$ cat config.mk
export PLATFORM = sky130hd
export DESIGN_NAME = sie_exec
export DESIGN_NICKNAME = d
export VERILOG_FILES = /design/src/sie_pkg.sv /design/src/sie_alu.sv /design/src/sie_exec.sv
export SDC_FILE = /design/constraint.sdc
export NUM_CORES = 1
export LEC_CHECK = 0
export BUFFER_PORTS_ARGS = -buffer_cell sky130_fd_sc_hd__buf_2
export CAP_MARGIN = 30
export CORE_MARGIN = 5
export CORE_UTILIZATION = 56
export DETAILED_ROUTE_END_ITERATION = 7
export GPL_TIMING_DRIVEN = 0
export PLACE_DENSITY = 0.85
export REMOVE_ABC_BUFFERS = 1
export SLEW_MARGIN = 20
export SYNTH_ARGS = -nofsm -noshare
export SYNTH_HDL_FRONTEND = slang
export SYNTH_HIERARCHICAL = 1
export SYNTH_SLANG_ARGS = --single-unit
$ cat constraint.sdc
create_clock -name clk_in -period 6.6 [get_ports clk_in]
set_input_delay 0.33 -clock clk_in [delete_from_list [all_inputs] [get_ports clk_in]]
set_output_delay 0.33 -clock clk_in [all_outputs]
set_load 0.01 [all_outputs]
$ cat src/sie_pkg.sv
// package: constants and types for the subtract instruction executor
// Summary of operation
// - opcode 0000 1000 kkkk kkkk: literal minus work register into work register
// - opcode 0101 11da ffff ffff: file register minus work register, two's complement
// - destination bit 0 writes work register, 1 writes back to file register
// - bank bit 0 uses access bank, 1 takes bank from bank select register
// - literal subtract: one word, one cycle, decode/read/process/write in Q1..Q4
// - file subtract: one word, one cycle, decode/read file/process/write in Q1..Q4
// - carry set when result positive or zero, cleared when negative (borrow)
// - zero flag set and negative cleared on zero result, zero cleared otherwise
// - negative result wraps to eight bits; negative flag is result bit 7
package sie_pkg;

  localparam int unsigned DATA_W      = 8;
  localparam int unsigned BANK_W      = 4;
  localparam int unsigned ADDR_W      = 12;
  localparam logic [7:0]  OPC_LIT     = 8'h08;
  localparam logic [5:0]  OPC_FILE    = 6'h17;
  localparam int unsigned BIT_DEST    = 9;
  localparam int unsigned BIT_BANK    = 8;
  localparam logic [7:0]  ACC_SPLIT   = 8'h80;
  localparam logic [3:0]  ACC_LO_BANK = 4'h0;
  localparam logic [3:0]  ACC_HI_BANK = 4'hf;
  localparam logic [7:0]  WORK_RST    = 8'h00;

  typedef enum logic [1:0] {
    SIE_Q1 = 2'b00,
    SIE_Q2 = 2'b01,
    SIE_Q3 = 2'b10,
    SIE_Q4 = 2'b11
  } sie_phase_t;

  typedef struct packed {
    logic negative;
    logic overflow_flag;
    logic zero;
    logic digit_carry_flag;
    logic carry;
  } sie_flags_t;

  typedef struct packed {
    logic [ADDR_W-1:0] addr;
    logic [DATA_W-1:0] data;
  } sie_mem_req_t;

endpackage : sie_pkg

$ cat src/sie_alu.sv
// subtractor: a minus b with status flags
`timescale 1ns/100ps
module sie_alu
  import sie_pkg::*;
(
  input  wire logic [7:0] a_in,
  input  wire logic [7:0] b_in,
  output logic      [7:0] diff_out,
  output sie_pkg::sie_flags_t flags_out
);
  logic [8:0] full;
  logic [4:0] low;

  always_comb begin
    full                        = {1'b0, a_in} + {1'b0, ~b_in} + 9'h001;
    low                         = {1'b0, a_in[3:0]} + {1'b0, ~b_in[3:0]} + 5'h01;
    diff_out                    = full[7:0];
    flags_out.carry             = full[8];
    flags_out.digit_carry_flag  = low[4];
    flags_out.zero              = (full[7:0] == 8'h00);
    flags_out.negative          = full[7];
    flags_out.overflow_flag     = (a_in[7] != b_in[7]) && (full[7] != a_in[7]);
  end
endmodule : sie_alu

$ cat src/sie_exec.sv
// top: quarter-phase decode and execution of the two subtract instructions
`timescale 1ns/100ps
module sie_exec
  import sie_pkg::*;
(
  input  wire logic                   clk_in,
  input  wire logic                   rst_in,
  input  wire logic [15:0]            instr_in,
  input  wire logic [3:0]             bank_select_register_in,
  input  wire logic [7:0]             file_rdata_in,
  output logic [1:0]                  phase_out,
  output logic                        file_rd_out,
  output logic [sie_pkg::ADDR_W-1:0]  file_raddr_out,
  output logic                        file_wr_out,
  output sie_pkg::sie_mem_req_t       file_wreq_out,
  output logic [7:0]                  work_out,
  output sie_pkg::sie_flags_t         flags_out,
  output logic                        flags_wr_out,
  output logic                        done_out
);
  import sie_pkg::*;

  // ----------------------------------------------------------------
  // declarations
  // ----------------------------------------------------------------
  sie_phase_t         phase_ff;
  sie_phase_t         nxt_phase;
  logic               is_lit_ff;
  logic               is_file_ff;
  logic               dest_ff;
  logic [ADDR_W-1:0]  addr_ff;
  logic [7:0]         operand_ff;
  logic [7:0]         lit_ff;
  logic [7:0]         diff_ff;
  sie_flags_t         flg_ff;
  logic [7:0]         work_ff;
  logic               rd_ff;
  logic               wr_ff;
  logic               fwr_ff;
  logic               done_ff;
  logic [7:0]         alu_diff;
  sie_flags_t         alu_flags;
  logic [ADDR_W-1:0]  eff_addr;
  logic               lit_dec;
  logic               file_dec;
  logic               run_op;

  // ----------------------------------------------------------------
  // phase sequencing
  // ----------------------------------------------------------------
  always_comb begin
    unique case (phase_ff)
      SIE_Q1: nxt_phase = SIE_Q2;
      SIE_Q2: nxt_phase = SIE_Q3;
      SIE_Q3: nxt_phase = SIE_Q4;
      SIE_Q4: nxt_phase = SIE_Q1;
    endcase
  end

  always_ff @(posedge clk_in) begin
    if (rst_in) begin
      phase_ff <= SIE_Q1;
    end else begin
      phase_ff <= nxt_phase;
    end
  end

  // ----------------------------------------------------------------
  // opcode and address decode
  // ----------------------------------------------------------------
  // foreign opcodes decode to neither and leave every output but phase_out alone
  always_comb begin
    lit_dec  = (instr_in[15:8] == OPC_LIT);
    file_dec = (instr_in[15:10] == OPC_FILE);
  end

  always_comb begin
    if (instr_in[BIT_BANK]) begin
      eff_addr = {bank_select_register_in, instr_in[7:0]};
    end else if (instr_in[7:0] < ACC_SPLIT) begin
      eff_addr = {ACC_LO_BANK, instr_in[7:0]};
    end else begin
      eff_addr = {ACC_HI_BANK, instr_in[7:0]};
    end
  end

  // ----------------------------------------------------------------
  // instruction latch in Q1
  // ----------------------------------------------------------------
  always_ff @(posedge clk_in) begin
    if (rst_in) begin
      is_lit_ff <= 1'b0;
    end else if (phase_ff == SIE_Q1) begin
      is_lit_ff <= lit_dec;
    end
  end

  always_ff @(posedge clk_in) begin
    if (rst_in) begin
      is_file_ff <= 1'b0;
    end else if (phase_ff == SIE_Q1) begin
      is_file_ff <= file_dec;
    end
  end

  always_ff @(posedge clk_in) begin
    if (rst_in) begin
      dest_ff <= 1'b0;
    end else if (phase_ff == SIE_Q1 && file_dec) begin
      dest_ff <= instr_in[BIT_DEST];
    end
  end

  always_ff @(posedge clk_in) begin
    if (rst_in) begin
      addr_ff <= '0;
    end else if (phase_ff == SIE_Q1 && file_dec) begin
      addr_ff <= eff_addr;
    end
  end

  always_ff @(posedge clk_in) begin
    if (rst_in) begin
      lit_ff <= 8'h00;
    end else if (phase_ff == SIE_Q1 && lit_dec) begin
      lit_ff <= instr_in[7:0];
    end
  end

  // decoded subtract held through Q2..Q4
  always_comb begin
    run_op = is_lit_ff || is_file_ff;
  end

  // ----------------------------------------------------------------
  // read, process
  // ----------------------------------------------------------------
  always_ff @(posedge clk_in) begin
    if (rst_in) begin
      rd_ff <= 1'b0;
    end else begin
      rd_ff <= (phase_ff == SIE_Q1) && file_dec;
    end
  end

  always_ff @(posedge clk_in) begin
    if (rst_in) begin
      operand_ff <= 8'h00;
    end else if (phase_ff == SIE_Q2 && run_op) begin
      operand_ff <= is_file_ff ? file_rdata_in : lit_ff;
    end
  end

  sie_alu u_alu (
    .a_in      (operand_ff),
    .b_in      (work_ff),
    .diff_out  (alu_diff),
    .flags_out (alu_flags)
  );

  always_ff @(posedge clk_in) begin
    if (rst_in) begin
      diff_ff <= 8'h00;
    end else if (phase_ff == SIE_Q3 && run_op) begin
      diff_ff <= alu_diff;
    end
  end

  // ----------------------------------------------------------------
  // write back in Q4
  // ----------------------------------------------------------------
  always_ff @(posedge clk_in) begin
    if (rst_in) begin
      work_ff <= WORK_RST;
    end else if (phase_ff == SIE_Q4 && (is_lit_ff || (is_file_ff && !dest_ff))) begin
      work_ff <= diff_ff;
    end
  end

  // ----------------------------------------------------------------
  // flags and strobes
  // ----------------------------------------------------------------
  always_ff @(posedge clk_in) begin
    if (rst_in) begin
      flg_ff <= '0;
    end else if (phase_ff == SIE_Q3 && run_op) begin
      flg_ff <= alu_flags;
    end
  end

  always_ff @(posedge clk_in) begin
    if (rst_in) begin
      wr_ff <= 1'b0;
    end else begin
      wr_ff <= (phase_ff == SIE_Q3) && is_file_ff && dest_ff;
    end
  end

  always_ff @(posedge clk_in) begin
    if (rst_in) begin
      fwr_ff <= 1'b0;
    end else begin
      fwr_ff <= (phase_ff == SIE_Q3) && run_op;
    end
  end

  always_ff @(posedge clk_in) begin
    if (rst_in) begin
      done_ff <= 1'b0;
    end else begin
      done_ff <= (phase_ff == SIE_Q4) && run_op;
    end
  end

  // ----------------------------------------------------------------
  // outputs
  // ----------------------------------------------------------------
  assign phase_out          = phase_ff;
  assign file_rd_out        = rd_ff;
  assign file_raddr_out     = addr_ff;
  assign file_wr_out        = wr_ff;
  assign file_wreq_out.addr = addr_ff;
  assign file_wreq_out.data = diff_ff;
  assign work_out           = work_ff;
  assign flags_out          = flg_ff;
  assign flags_wr_out       = fwr_ff;
  assign done_out           = done_ff;
endmodule : sie_exec

# Word level (Yosys, flattened, before mapping)
# Index checks and enable logic that the tools add are counted.
dict set report totals {
  output_inout_bits 51
  inputBits 30
  ff_bits 58
  elab_cells 51
}
dict set report op_classes {
  n_addsub 4
  order_cmp 1
  eq_ne 7
  reduce_logical 15
  muxes 4
  bitwise 2
}
# operator n
set op_table {}
lappend op_table {{$mux W12} 2}
lappend op_table {{$logic_and A1 B1 Y1} 10}
lappend op_table {{$add A8 B8 Y9} 1}
lappend op_table {{$add A9 B1 Y9 const B} 1}
lappend op_table {{$eq A8 B4 Y1 const B} 1}
lappend op_table {{$logic_not A8 Y1} 1}
lappend op_table {{$lt A8 B8 Y1 const B} 1}
lappend op_table {{$mux W8} 1}
lappend op_table {{$not A8 Y8} 1}
lappend op_table {{$pmux W2 S4} 1}
lappend op_table {{$eq A6 B5 Y1 const B} 1}
lappend op_table {{$add A4 B4 Y5} 1}
lappend op_table {{$add A5 B1 Y5 const B} 1}
lappend op_table {{$eq A2 B2 Y1 const B} 2}
lappend op_table {{$not A4 Y4} 1}
lappend op_table {{$eq A2 B1 Y1 const B} 1}
lappend op_table {{$logic_not A2 Y1} 1}
lappend op_table {{$logic_or A1 B1 Y1} 2}
lappend op_table {{$ne A1 B1 Y1} 2}
lappend op_table {{$logic_not A1 Y1} 1}

# Logic depth before layout (Yosys ltp)
# Gate-level depths: netlist of the first run.
dict set report logic_depth {
  depth_word 5
  depth_mapped 10
  mapped_depth_nobuf 10
}

# By module
# Netlist of the first run, hierarchy kept.
# mod n_inst cells_per_inst area_each_um2
set by_module_without_submodules {}
lappend by_module_without_submodules {sie_exec 1 250 2306.0}
lappend by_module_without_submodules {sie_alu 1 72 493.0}

# Least setup slack after synthesis of the first run
# Ideal clock, no wire load.
dict set report synth_path {
  path_type {reg-to-reg}
  from {register work_ff[5], in the netlist work_out[5]}
  to {register flg_ff, in the netlist flags_out[2]}
  n_path_buf 1
  t_required_ns 6.529
  path_slack_ns 4.378
  stages_incl_launch_ff 11
  synth_period_minus_slack_ns 2.222
  setup_ns 0.071
  arrival_ns 2.151
  cell_sequence {dfxtp_1 -> inv_1 -> ha_1 -> buf_2 -> nand2_1 -> a211oi_2 -> mux2i_1 -> or4_4 -> nor4_2 -> nand2_1 -> a21oi_1}
}
# item line_no
set synth_lines {}
lappend synth_lines {{from (decl)} sie_exec.sv:36} ;# logic [7:0] work_ff;
lappend synth_lines {{from (signal assigned)} sie_exec.sv:176} ;# work_ff <= diff_ff;
lappend synth_lines {{to (signal assigned)} sie_exec.sv:187} ;# flg_ff <= alu_flags;
lappend synth_lines {{to (decl)} sie_exec.sv:35} ;# sie_flags_t flg_ff;

==> qor.json, run 1 <==
{
  "placement": {
    "final_estimated_routing_congestion_in_global_placement": 0.801,
    "post-place-cells": 440,
    "place_hpwl_mm": 4.40,
    "port_buffer_count": 80,
    "detailed_place.area_sq_um": 3100
  },
  "global_routing": {
    "via_count_of_the_first_global_routing_pass": 2287,
    "global_route_wire_length_before_repair_mm": 9.92,
    "grt_max_degree": 59,
    "grt.total_usage_pct": 19.7,
    "number_of_antenna_violations_at_the_first_check_in_global_routing": 0,
    "global_route.overflow_total": 0
  },
  "pwr": {
    "vdd_ir_drop_max_v": 0.000176,
    "cellPowerDensity_nw_per_um2": 231,
    "total_leakage_power_nw": 1.57
  },
  "sta": {
    "achievable-frequency_mhz": 416,
    "tightestPinTransition_ns": 0.831,
    "final_max_slew_viol_count": 0,
    "finalSetupViolCount": 0,
    "fin_tns_setup_ns": 0,
    "final.setup_skew_ns": 0.00482,
    "period_minus_slack_ns": 2.40,
    "maxSlewHeadroom_pct": 44.5,
    "finalHoldViolCount": 0,
    "final_min_period_over_clock_period_pct": 36.4,
    "rsz_0062_raised_after_global_routing": "no"
  },
  "drt": {
    "route.antenna.remaining_nets": 0,
    "detailedRoute.firstIterationViolations": 129,
    "drt_wl_total_mm": 6.03,
    "avg_vias_per_cell": 5.17,
    "wl_per_cell_um": 13.1,
    "detail_route.first_pass.iterations": 4,
    "detailroute.via_count": 2375,
    "post-route-drc-count": 0
  },
  "floorplanning": {
    "fp.dieW_um": 80.7,
    "placement_rows": 25,
    "start_util_pct": 58.5,
    "dieArea_sq_um": 6510,
    "core_region_area_sq_um": 4790,
    "fp.dieH_um": 80.7,
    "top_level_ports": 81
  },
  "finish": {
    "nets": 431,
    "antenna_cells_inserted": 0,
    "final-instance-count-excl-fill": 459,
    "post_route_cells_drive_above_1_share_pct": 27.8,
    "finished_cell_area_sq_um": 3360,
    "area_delta_synth_final_pct": 19.9,
    "fill_cells": 393,
    "layout.cells.most_common_list": "80 x sky130_fd_sc_hd__buf_2, 58 x sky130_fd_sc_hd__dfxtp_1, 52 x sky130_fd_sc_hd__nand2_1",
    "final_common_cell": "sky130_fd_sc_hd__buf_2"
  },
  "cts": {
    "worst_skew_pair.late_latency_ns": 0.33,
    "h-tree-depth": 3,
    "cts_tree": "done",
    "holdBufCountCts": 0,
    "postCtsSetupBuffers": 0,
    "post_cts.resized_instances": 0,
    "clk_pin_slew_worst_paths_ns": 0.06,
    "root_buffer": "sky130_fd_sc_hd__clkbuf_8",
    "number_of_buffers_inserted_during_clock_tree_synthesis": 9,
    "tritoncts_num_sinks": 58,
    "cts.path.max_buffers": 2
  },
  "synth": {
    "ys.warnings.count": 6,
    "synth.distinct_cells": 40,
    "seq_area_frac_synth_pct": 41.5,
    "synth.cell_area_sq_um": 2800,
    "synthesis.area_per_instance_sq_um": 8.69,
    "synth_cells": 322,
    "ys_ff_latch": 58
  },
  "critical_path": {
    "setup.reg_to_reg.worst_slack_ns": 4.20,
    "worst-setup-path-type": "reg2reg",
    "timing.reg2reg.worst_path_depth": 9,
    "setup.worst_path.end_class": "flop",
    "worst_ep_arrival_time_ns": 2.66,
    "worst-path-max-fanout": 8,
    "timing.critical_path.from_type": "flop",
    "r2r_end": "flags_out[2]",
    "critPathLaunch": "work_out[5]",
    "reg2reg_from": "work_out[5]",
    "required_ns": 6.86,
    "timing.critical_path.to": "flags_out[2]"
  },
  "run_status": {
    "run_status": "finished, final reports clean"
  },
  "run": {
    "max_capacitance_violation_total": 0
  },
  "min_path": {
    "min_path_type": "in2reg",
    "holdPathStages": 3
  }
}
==> worst max-delay path, stage by stage (launching register included) <==
cell                       delay [ns]
sky130_fd_sc_hd__dfxtp_1         0.35
sky130_fd_sc_hd__inv_1           0.06
sky130_fd_sc_hd__ha_1            0.43
sky130_fd_sc_hd__nand2_1         0.10
sky130_fd_sc_hd__a211oi_2        0.22
sky130_fd_sc_hd__mux2i_1         0.11
sky130_fd_sc_hd__or4_4           0.57
sky130_fd_sc_hd__nor4_2          0.27
sky130_fd_sc_hd__nand2_1         0.08
sky130_fd_sc_hd__a21oi_1         0.14
==> kinds of logic after synthesis <==
group                      Yosys count  share of synthesized area [%]
DFF                                 58                           41.5
xor gates and xnor gates             1                          0.313
buffers and inverters               44                           8.67
muxes                               27                           9.70
adders and majority gates           14                           6.53
and+or+nand+nor                    124                           20.4
AOI/OAI and AO/OA                   54                           12.9
==> cells in the mapped netlist, drive strengths merged <==
master / count / area [sq um]
dfxtp: 58 / 1160
nand2: 52 / 195
nor2: 40 / 150
a21oi: 27 / 143
mux2i: 26 / 260
buf: 22 / 160
inv: 15 / 56.3
ha: 13 / 163
a211oi: 10 / 80.1
clkbuf: 7 / 26.3
nand2b: 7 / 43.8
nor2b: 7 / 43.8
o21ai: 7 / 46.3
a311oi: 4 / 41.3
nor3b: 4 / 30.0
nand3: 3 / 15.0
nor3: 3 / 15.0
nand4: 2 / 12.5
a21boi: 1 / 7.51
a21o: 1 / 7.51
and4: 1 / 8.76
and4b: 1 / 10.0
and4bb: 1 / 12.5
fa: 1 / 20.0
mux2: 1 / 11.3
nor4: 1 / 12.5
o211a: 1 / 10.0
o21a: 1 / 7.51
o221ai: 1 / 8.76
o31a: 1 / 10.0
or4: 1 / 11.3
or4b: 1 / 10.0
xnor2: 1 / 8.76
==> final cells by class <==
class | instances | area [sq um] | share of cell area [%]
repair buffers | 83 | 443 | 13.2
inverters | 15 | 56.3 | 1.68
clock buffers | 10 | 138 | 4.10
flip-flops and latches | 58 | 1160 | 34.6
multi-input cells | 220 | 1400 | 41.6
clock inverters | 6 | 80.1 | 2.39
well taps | 67 | 83.8 | 2.50
==> how the worst min path moves through the flow <==
stage / start / endpoint
floorplan: rst_in / dest_ff
global placement: flags_out[0] / flags_out[0]
detailed placement: flags_out[1] / flags_out[1]
CTS: instr_in[2] / file_raddr_out[2]
global route: instr_in[2] / file_raddr_out[2]
finish: instr_in[2] / lit_ff[2]
==> registers in the layout (all words and copies together), names as in the netlist, 2 cells and up <==
register / flops
phase_out: 2
work_out: 8
lit_ff: 8
diff_ff: 8
flags_out: 5
file_raddr_out: 12
operand_ff: 8
==> through the flow <==
step / worst slack [ns] / hold WS [ns] / utilization [%] / power (W)
2_1_floorplan: 4.38 / 0.392 / - / 0.000398
3_3_place_gp: 4.26 / 0.440 / 64.7 / 0.000424
3_5_place_dp: 4.23 / 0.446 / 64.7 / 0.000426
4_1_cts: 4.20 / 0.234 / 69.3 / 0.000781
5_1_grt: 4.03 / 0.247 / 70.1 / 0.000811
6_report: 4.20 / 0.248 / 70.1 / 0.000775
==> power breakdown <==
group	internal (W)	total (W)	leakage [nW]	switching, W
logic	0.0000282	0.0000603	0.991	0.0000321
registers	0.000355	0.000360	0.468	0.00000486
clock network	0.000220	0.000355	0.116	0.000135
==> metal layers <==
| layer | share of wire (%) | global-route usage [%] | wire [um] |
|---|---|---|---|
| met4 | 1.8 | 7.60 | 110 |
| met3 | 8.2 | 8.52 | 493 |
| met5 | 0 | 0 | 0 |
| met1 | 44 | 22.4 | 2670 |
| met2 | 46 | 32.4 | 2750 |
Power figures use the tool's default switching activity.
==> run 2: changes to the inputs <==
Settings changed: ABC_AREA from default to 1, CORE_UTILIZATION 56 to 52, PLACE_DENSITY 0.85 to 0.8.
Clock period 6.6 ns to 2.49 ns, I/O delays scaled along.
==> qor.json, run 2 <==
{
  "finish": {
    "fill_cells": 528,
    "layout.cells.most_common_list": "109 x sky130_fd_sc_hd__nor2_1, 86 x sky130_fd_sc_hd__nand2_1, 80 x sky130_fd_sc_hd__buf_2",
    "nets": 542,
    "final_common_cell": "sky130_fd_sc_hd__nor2_1",
    "finished_cell_area_sq_um": 3460,
    "area_delta_synth_final_pct": 19.2,
    "flip_flop_count_of_the_largest_register_all_copies_and_words_added": 12,
    "post_route_cells_drive_above_1_share_pct": 20.3,
    "sequential_cell_area_sq_um": 1160,
    "antenna_cells_inserted": 0,
    "area_of_the_multi_input_gates_sq_um": 1370
  },
  "synth": {
    "synth_commonest_cells": "109 x sky130_fd_sc_hd__nor2_1, 86 x sky130_fd_sc_hd__nand2_1, 58 x sky130_fd_sc_hd__dfxtp_1, 57 x sky130_fd_sc_hd__inv_1, 34 x sky130_fd_sc_hd__o21ai_0",
    "synth_enable_flop_cells": 0,
    "synth.cell_area_sq_um": 2900,
    "synth_cells": 432,
    "yosys.area.top_type": "sky130_fd_sc_hd__dfxtp_1",
    "synthesized_area_fraction_occupied_by_ao_oa_aoi_and_oai_cells_pct": 8.58,
    "synthAdderAreaFrac_pct": 6.30,
    "synth_mux_area_share_pct": 0,
    "ys_ff_latch": 58,
    "ys.warnings.count": 6,
    "synth.distinct_cells": 24,
    "leading_post_synthesis_cells_by_cell_area": "sky130_fd_sc_hd__dfxtp_1 40%, sky130_fd_sc_hd__nor2_1 14%, sky130_fd_sc_hd__nand2_1 11%",
    "synthesis.area_per_instance_sq_um": 6.71,
    "synth_area_in_simple_gates_pct": 31.1,
    "synth.top_cell.area_share_pct": 40.0,
    "seq_area_frac_synth_pct": 40.0,
    "synth_flop_cell": "sky130_fd_sc_hd__dfxtp_1",
    "fraction_of_registers_with_async_set_or_reset_after_synthesis_pct": 0,
    "dominant_combinational_cell_family_by_area_after_synthesis": "simple AND/OR/NAND/NOR gates",
    "synthMostInstantiatedCell": "sky130_fd_sc_hd__nor2_1",
    "synth_xor_xnor_area_share_pct": 1.21
  },
  "sta": {
    "maxSlewHeadroom_pct": 51.2,
    "final_max_slew_viol_count": 0,
    "whs_ns": 0.0363,
    "fin_tns_setup_ns": 0,
    "achievable-frequency_mhz": 509,
    "period_minus_slack_ns": 1.96,
    "rsz_0062_raised_after_global_routing": "no",
    "finalHoldViolCount": 0,
    "finalSetupViolCount": 0,
    "final.setup_skew_ns": 0.00826,
    "tightestPinTransition_ns": 0.730,
    "final_min_period_over_clock_period_pct": 78.9
  },
  "global_routing": {
    "grt.total_usage_pct": 18.5,
    "global_route_wire_length_before_repair_mm": 10.9,
    "number_of_antenna_violations_at_the_first_check_in_global_routing": 0,
    "grt_max_degree": 53,
    "via_count_of_the_first_global_routing_pass": 2669,
    "global_route.overflow_total": 0
  },
  "cts": {
    "cts_tree": "done",
    "postCtsSetupBuffers": 0,
    "cts.path.max_buffers": 2,
    "h-tree-depth": 3,
    "worst_skew_pair.late_latency_ns": 0.34,
    "post_cts.resized_instances": 0,
    "clk_pin_slew_worst_paths_ns": 0.06,
    "root_buffer": "sky130_fd_sc_hd__clkbuf_8",
    "holdBufCountCts": 0,
    "tritoncts_num_sinks": 58,
    "number_of_buffers_inserted_during_clock_tree_synthesis": 9
  },
  "critical_path": {
    "required_ns": 2.76,
    "worst_ep_arrival_time_ns": 2.23,
    "setup.worst_path.end_class": "flop",
    "critical_path.most_common_cell": "sky130_fd_sc_hd__nand3_1",
    "timing.reg2reg.worst_path_depth": 11,
    "setup.reg_to_reg.worst_slack_ns": 0.53,
    "worst-path-max-fanout": 2,
    "reg2reg_from": "operand_ff[0]",
    "timing.critical_path.slowest_stage_cell": "sky130_fd_sc_hd__fa_1",
    "crit_chain": "inv_1, ha_1, fa_1, inv_1, nand3_1, nand3_1, xnor2_1, nand3_1, nor2_1, o21ai_0, nor2_1",
    "worst-setup-path-type": "reg2reg",
    "r2r_end": "flags_out[2]",
    "timing.critical_path.from_type": "flop",
    "critPathMaxStageDelay_ns": 0.47
  },
  "floorplanning": {
    "core_region_area_sq_um": 5470,
    "placement_rows": 27,
    "fp.dieH_um": 84.7,
    "dieArea_sq_um": 7170,
    "top_level_ports": 81,
    "start_util_pct": 53.0,
    "fp.dieW_um": 84.7
  },
  "pwr": {
    "cellPowerDensity_nw_per_um2": 636,
    "total_leakage_power_nw": 1.84,
    "vdd_ir_drop_max_v": 0.000419
  },
  "placement": {
    "final_estimated_routing_congestion_in_global_placement": 0.885,
    "port_buffer_count": 80,
    "place_hpwl_mm": 4.85,
    "detailed_place.area_sq_um": 3240
  },
  "min_path": {
    "holdPathStages": 2,
    "min_path_type": "in2reg",
    "worst_min_path_start": "rst_in",
    "hold_path_end": "phase_out[1]"
  },
  "drt": {
    "detail_route.first_pass.iterations": 4,
    "drt_wl_total_mm": 6.43,
    "avg_vias_per_cell": 4.81,
    "wl_met1_mm": 2.70,
    "top_signal_layer_used": "met4",
    "wl_met2_mm": 3.12,
    "post-route-drc-count": 0,
    "routed-wl-met3_um": 413,
    "detailroute.via_count": 2765,
    "wl_per_cell_um": 11.2,
    "route.antenna.remaining_nets": 0,
    "detailedRoute.firstIterationViolations": 107
  },
  "run": {
    "max_capacitance_violation_total": 0
  },
  "run_status": {
    "run_status": "finished, final reports clean"
  }
}
==> run 2: changes by cell type in the layout (fill, tap and decap cells not counted), moves of 14 or more <==
| cell | delta |
|---|---|
| sky130_fd_sc_hd__inv_1 | +41 |
| sky130_fd_sc_hd__nand3_1 | +19 |
| sky130_fd_sc_hd__o21ai_0 | +30 |
| sky130_fd_sc_hd__mux2i_1 | -26 |
| sky130_fd_sc_hd__nand2_1 | +34 |
| sky130_fd_sc_hd__nor2_1 | +69 |
| sky130_fd_sc_hd__a21oi_1 | -14 |
==> run 2: report_power, final <==
| part | total, W | switching, W | internal [W] |
|---|---|---|---|
| combinational | 0.000269 | 0.000168 | 0.000101 |
| clock | 0.000957 | 0.000369 | 0.000587 |
| sequential | 0.000973 | 0.0000211 | 0.000952 |
| total | 0.00220 | 0.000558 | 0.00164 |
==> run 2: area by class of cell <==
class	instances	area share, %
multi-input cells	291	39.6
clock buffers	11	4.09
well taps	72	2.61
flip-flops and latches	58	33.6
clock inverters	5	2.24
inverters	58	6.30
repair buffers	80	11.6
==> run 2: routing by layer <==
metal | track usage (%) | up-vias
li1 | - | 1440
met1 | 19.8 | 1236
met2 | 33.2 | 71
met3 | 4.42 | 18
met4 | 10.4 | 0
met5 | 0 | -
==> run 2: cell families after synthesis <==
logic type / count (synthesis)
AND/OR/NAND/NOR: 226
buffers and inverters: 83
flip-flops: 58
AO/OA/AOI/OAI: 47
adder cells (fa/ha/maj): 14
XOR/XNOR: 4
==> run 2: worst max-delay path by stage <==
stage,slack (ns),from,depth (start not counted),end
6_report,0.53,operand_ff[0],11,flags_out[2]
5_1_grt,0.33,operand_ff[0],11,flags_out[2]
3_3_place_gp,0.55,operand_ff[0],11,flags_out[2]
4_1_cts,0.51,operand_ff[0],11,flags_out[2]
2_1_floorplan,0.71,operand_ff[0],11,flags_out[2]
3_5_place_dp,0.53,operand_ff[0],11,flags_out[2]
==> run 2: through the flow <==
step	setup WS, ns	utilization [%]	cells	total power [W]
detailed placement	0.525	59.2	559	0.00126
CTS	0.509	63.2	575	0.00222
floorplan	0.713	-	407	0.00117
global route	0.332	63.2	575	0.00231
global placement	0.553	59.2	559	0.00125
finish	0.526	63.2	575	0.00220
==> run 2: critical path: cells and delay by family (launching register included) <==
kind	cells	cell delay [ns]
flops	1	0.33
compound gates	1	0.09
fa+ha+maj	2	0.69
buf+inv	2	0.14
xor+xnor	1	0.16
simple gates	5	0.49
==> run 3: changes to the inputs <==
Settings changed: ABC_AREA 1 to 0, CORE_UTILIZATION 52 to 47, PLACE_DENSITY 0.8 to 0.76.
Clock period 2.49 ns to 1.7 ns, I/O delays scaled along.
==> qor.json, run 3 (synthesized netlist as in run 1, its figures left out) <==
{
  "run_status": {
    "violations": "negative setup slack",
    "run_status": "finished with violations"
  },
  "finish": {
    "post_route_cells_drive_above_1_share_pct": 41.9,
    "area_delta_synth_final_pct": 37.2,
    "final-instance-count-excl-fill": 495,
    "final_common_cell": "sky130_fd_sc_hd__buf_2",
    "flip_flop_count_of_the_largest_register_all_copies_and_words_added": 12,
    "nets": 459,
    "fill_cells": 484,
    "antenna_cells_inserted": 0,
    "layout.cells.most_common_list": "80 x sky130_fd_sc_hd__buf_2, 51 x sky130_fd_sc_hd__nand2_1, 46 x sky130_fd_sc_hd__dfxtp_1"
  },
  "floorplanning": {
    "dieArea_sq_um": 7600,
    "fp.dieW_um": 87.2,
    "fp.dieH_um": 87.2,
    "start_util_pct": 47.8,
    "top_level_ports": 81,
    "placement_rows": 28,
    "core_region_area_sq_um": 5850
  },
  "pwr": {
    "cellPowerDensity_nw_per_um2": 801,
    "total_leakage_power_nw": 1.76,
    "vdd_ir_drop_max_v": 0.000495
  },
  "critical_path": {
    "worst-path-max-fanout": 5,
    "setup.worst_path.end_class": "flop",
    "worst_ep_arrival_time_ns": 2.33,
    "worst-setup-path-type": "reg2reg",
    "required_ns": 1.95,
    "timing.critical_path.from_type": "flop"
  },
  "sta": {
    "final_max_slew_viol_count": 0,
    "whs_ns": 0.0224,
    "achievable-frequency_mhz": 482,
    "final.setup_skew_ns": 0.00902,
    "finalSetupViolCount": 8,
    "finalHoldViolCount": 0,
    "finalWorstSetupSlack_ns": -0.377,
    "period_minus_slack_ns": 2.08,
    "tightestPinTransition_ns": 0.556,
    "maxSlewHeadroom_pct": 62.9,
    "rsz_0062_raised_after_global_routing": "yes",
    "final_min_period_over_clock_period_pct": 122
  },
  "global_routing": {
    "via_count_of_the_first_global_routing_pass": 2322,
    "number_of_antenna_violations_at_the_first_check_in_global_routing": 0,
    "grt.total_usage_pct": 17.6,
    "global_route.overflow_total": 0,
    "grt_max_degree": 42,
    "global_route_wire_length_before_repair_mm": 10.5
  },
  "drt": {
    "detail_route.first_pass.iterations": 4,
    "post-route-drc-count": 0,
    "avg_vias_per_cell": 5.03,
    "wl_per_cell_um": 13.9,
    "detailroute.via_count": 2488,
    "drt_wl_total_mm": 6.91,
    "route.antenna.remaining_nets": 0,
    "detailedRoute.firstIterationViolations": 134
  },
  "cts": {
    "clk_pin_slew_worst_paths_ns": 0.07,
    "cts.path.max_buffers": 2,
    "worst_skew_pair.late_latency_ns": 0.33,
    "cts_tree": "done",
    "tritoncts_num_sinks": 58,
    "number_of_buffers_inserted_during_clock_tree_synthesis": 9,
    "root_buffer": "sky130_fd_sc_hd__clkbuf_8",
    "h-tree-depth": 3
  },
  "placement": {
    "place_hpwl_mm": 4.36,
    "port_buffer_count": 80,
    "post-place-cells": 449,
    "pre_cts_ws_ns": -0.722,
    "final_estimated_routing_congestion_in_global_placement": 0.886
  },
  "run": {
    "max_capacitance_violation_total": 0
  },
  "min_path": {
    "min_path_type": "in2reg"
  }
}
run 3: layout make-up:
type,instances,area [sq um],share of cell area [%]
inverters,15,56.3,1.47
flip-flops and latches,58,1180,30.7
well taps,75,93.8,2.44
repair buffers,110,671,17.5
multi-input cells,221,1620,42.2
clock buffers,11,141,3.68
clock inverters,5,77.6,2.02
run 3: worst max-delay path, stage by stage, from the launching register on:
cell and delay (ns):
sky130_fd_sc_hd__dfxtp_2 0.34, sky130_fd_sc_hd__inv_2 0.04, sky130_fd_sc_hd__ha_4 0.26, sky130_fd_sc_hd__a21oi_1 0.32, sky130_fd_sc_hd__a21oi_1 0.14, sky130_fd_sc_hd__or4_4 0.55, sky130_fd_sc_hd__nor4_2 0.14, sky130_fd_sc_hd__nand2_1 0.07
sky130_fd_sc_hd__a21oi_1 0.14
run 3: final timing paths:
path,from,endpoint,slack (ns),depth (start not counted)
max,work_out[5],flags_out[2],-0.38,8
min,instr_in[4],lit_ff[4],0.02,3
max reg2reg,work_out[5],flags_out[2],-0.38,8
min reg2reg,flags_out[2],flags_out[2],0.45,2
run 3: power breakdown:
| part | total [W] | internal [W] | switching [W] |
|---|---|---|---|
| Sequential | 0.00140 | 0.00138 | 0.0000196 |
| Combinational | 0.000278 | 0.000138 | 0.000140 |
| Clock | 0.00140 | 0.000861 | 0.000536 |
run 3: repair_timing:
item,CTS,global route
pin swaps,21,4
gates resized for setup,59,11
setup buffers,13,9
cloned,0,1
endpoints found under the setup margin,42,25
hold buffers,7,0
endpoints found under the hold margin,10,0
run 3: per-layer routing:
layer	part of all wire (%)	track usage, %
met1	44	20.6
met2	49	30.2
met3	6.7	5.11
met4	0.49	6.83
met5	0	0
run 3: per-stage QoR:
stage          instance area (sq um)  setup TNS [ns]  power [W]  util, %
3_5_place_dp                    3130          -10.24    0.00166     53.4
6_report                        3840           -1.79    0.00308     65.6
3_3_place_gp                    3110          -10.15    0.00165     53.1
5_1_grt                         3840           -2.41    0.00320     65.6
2_1_floorplan                   2610           -1.55    0.00155        -
4_1_cts                         3730           -1.01    0.00309     63.7
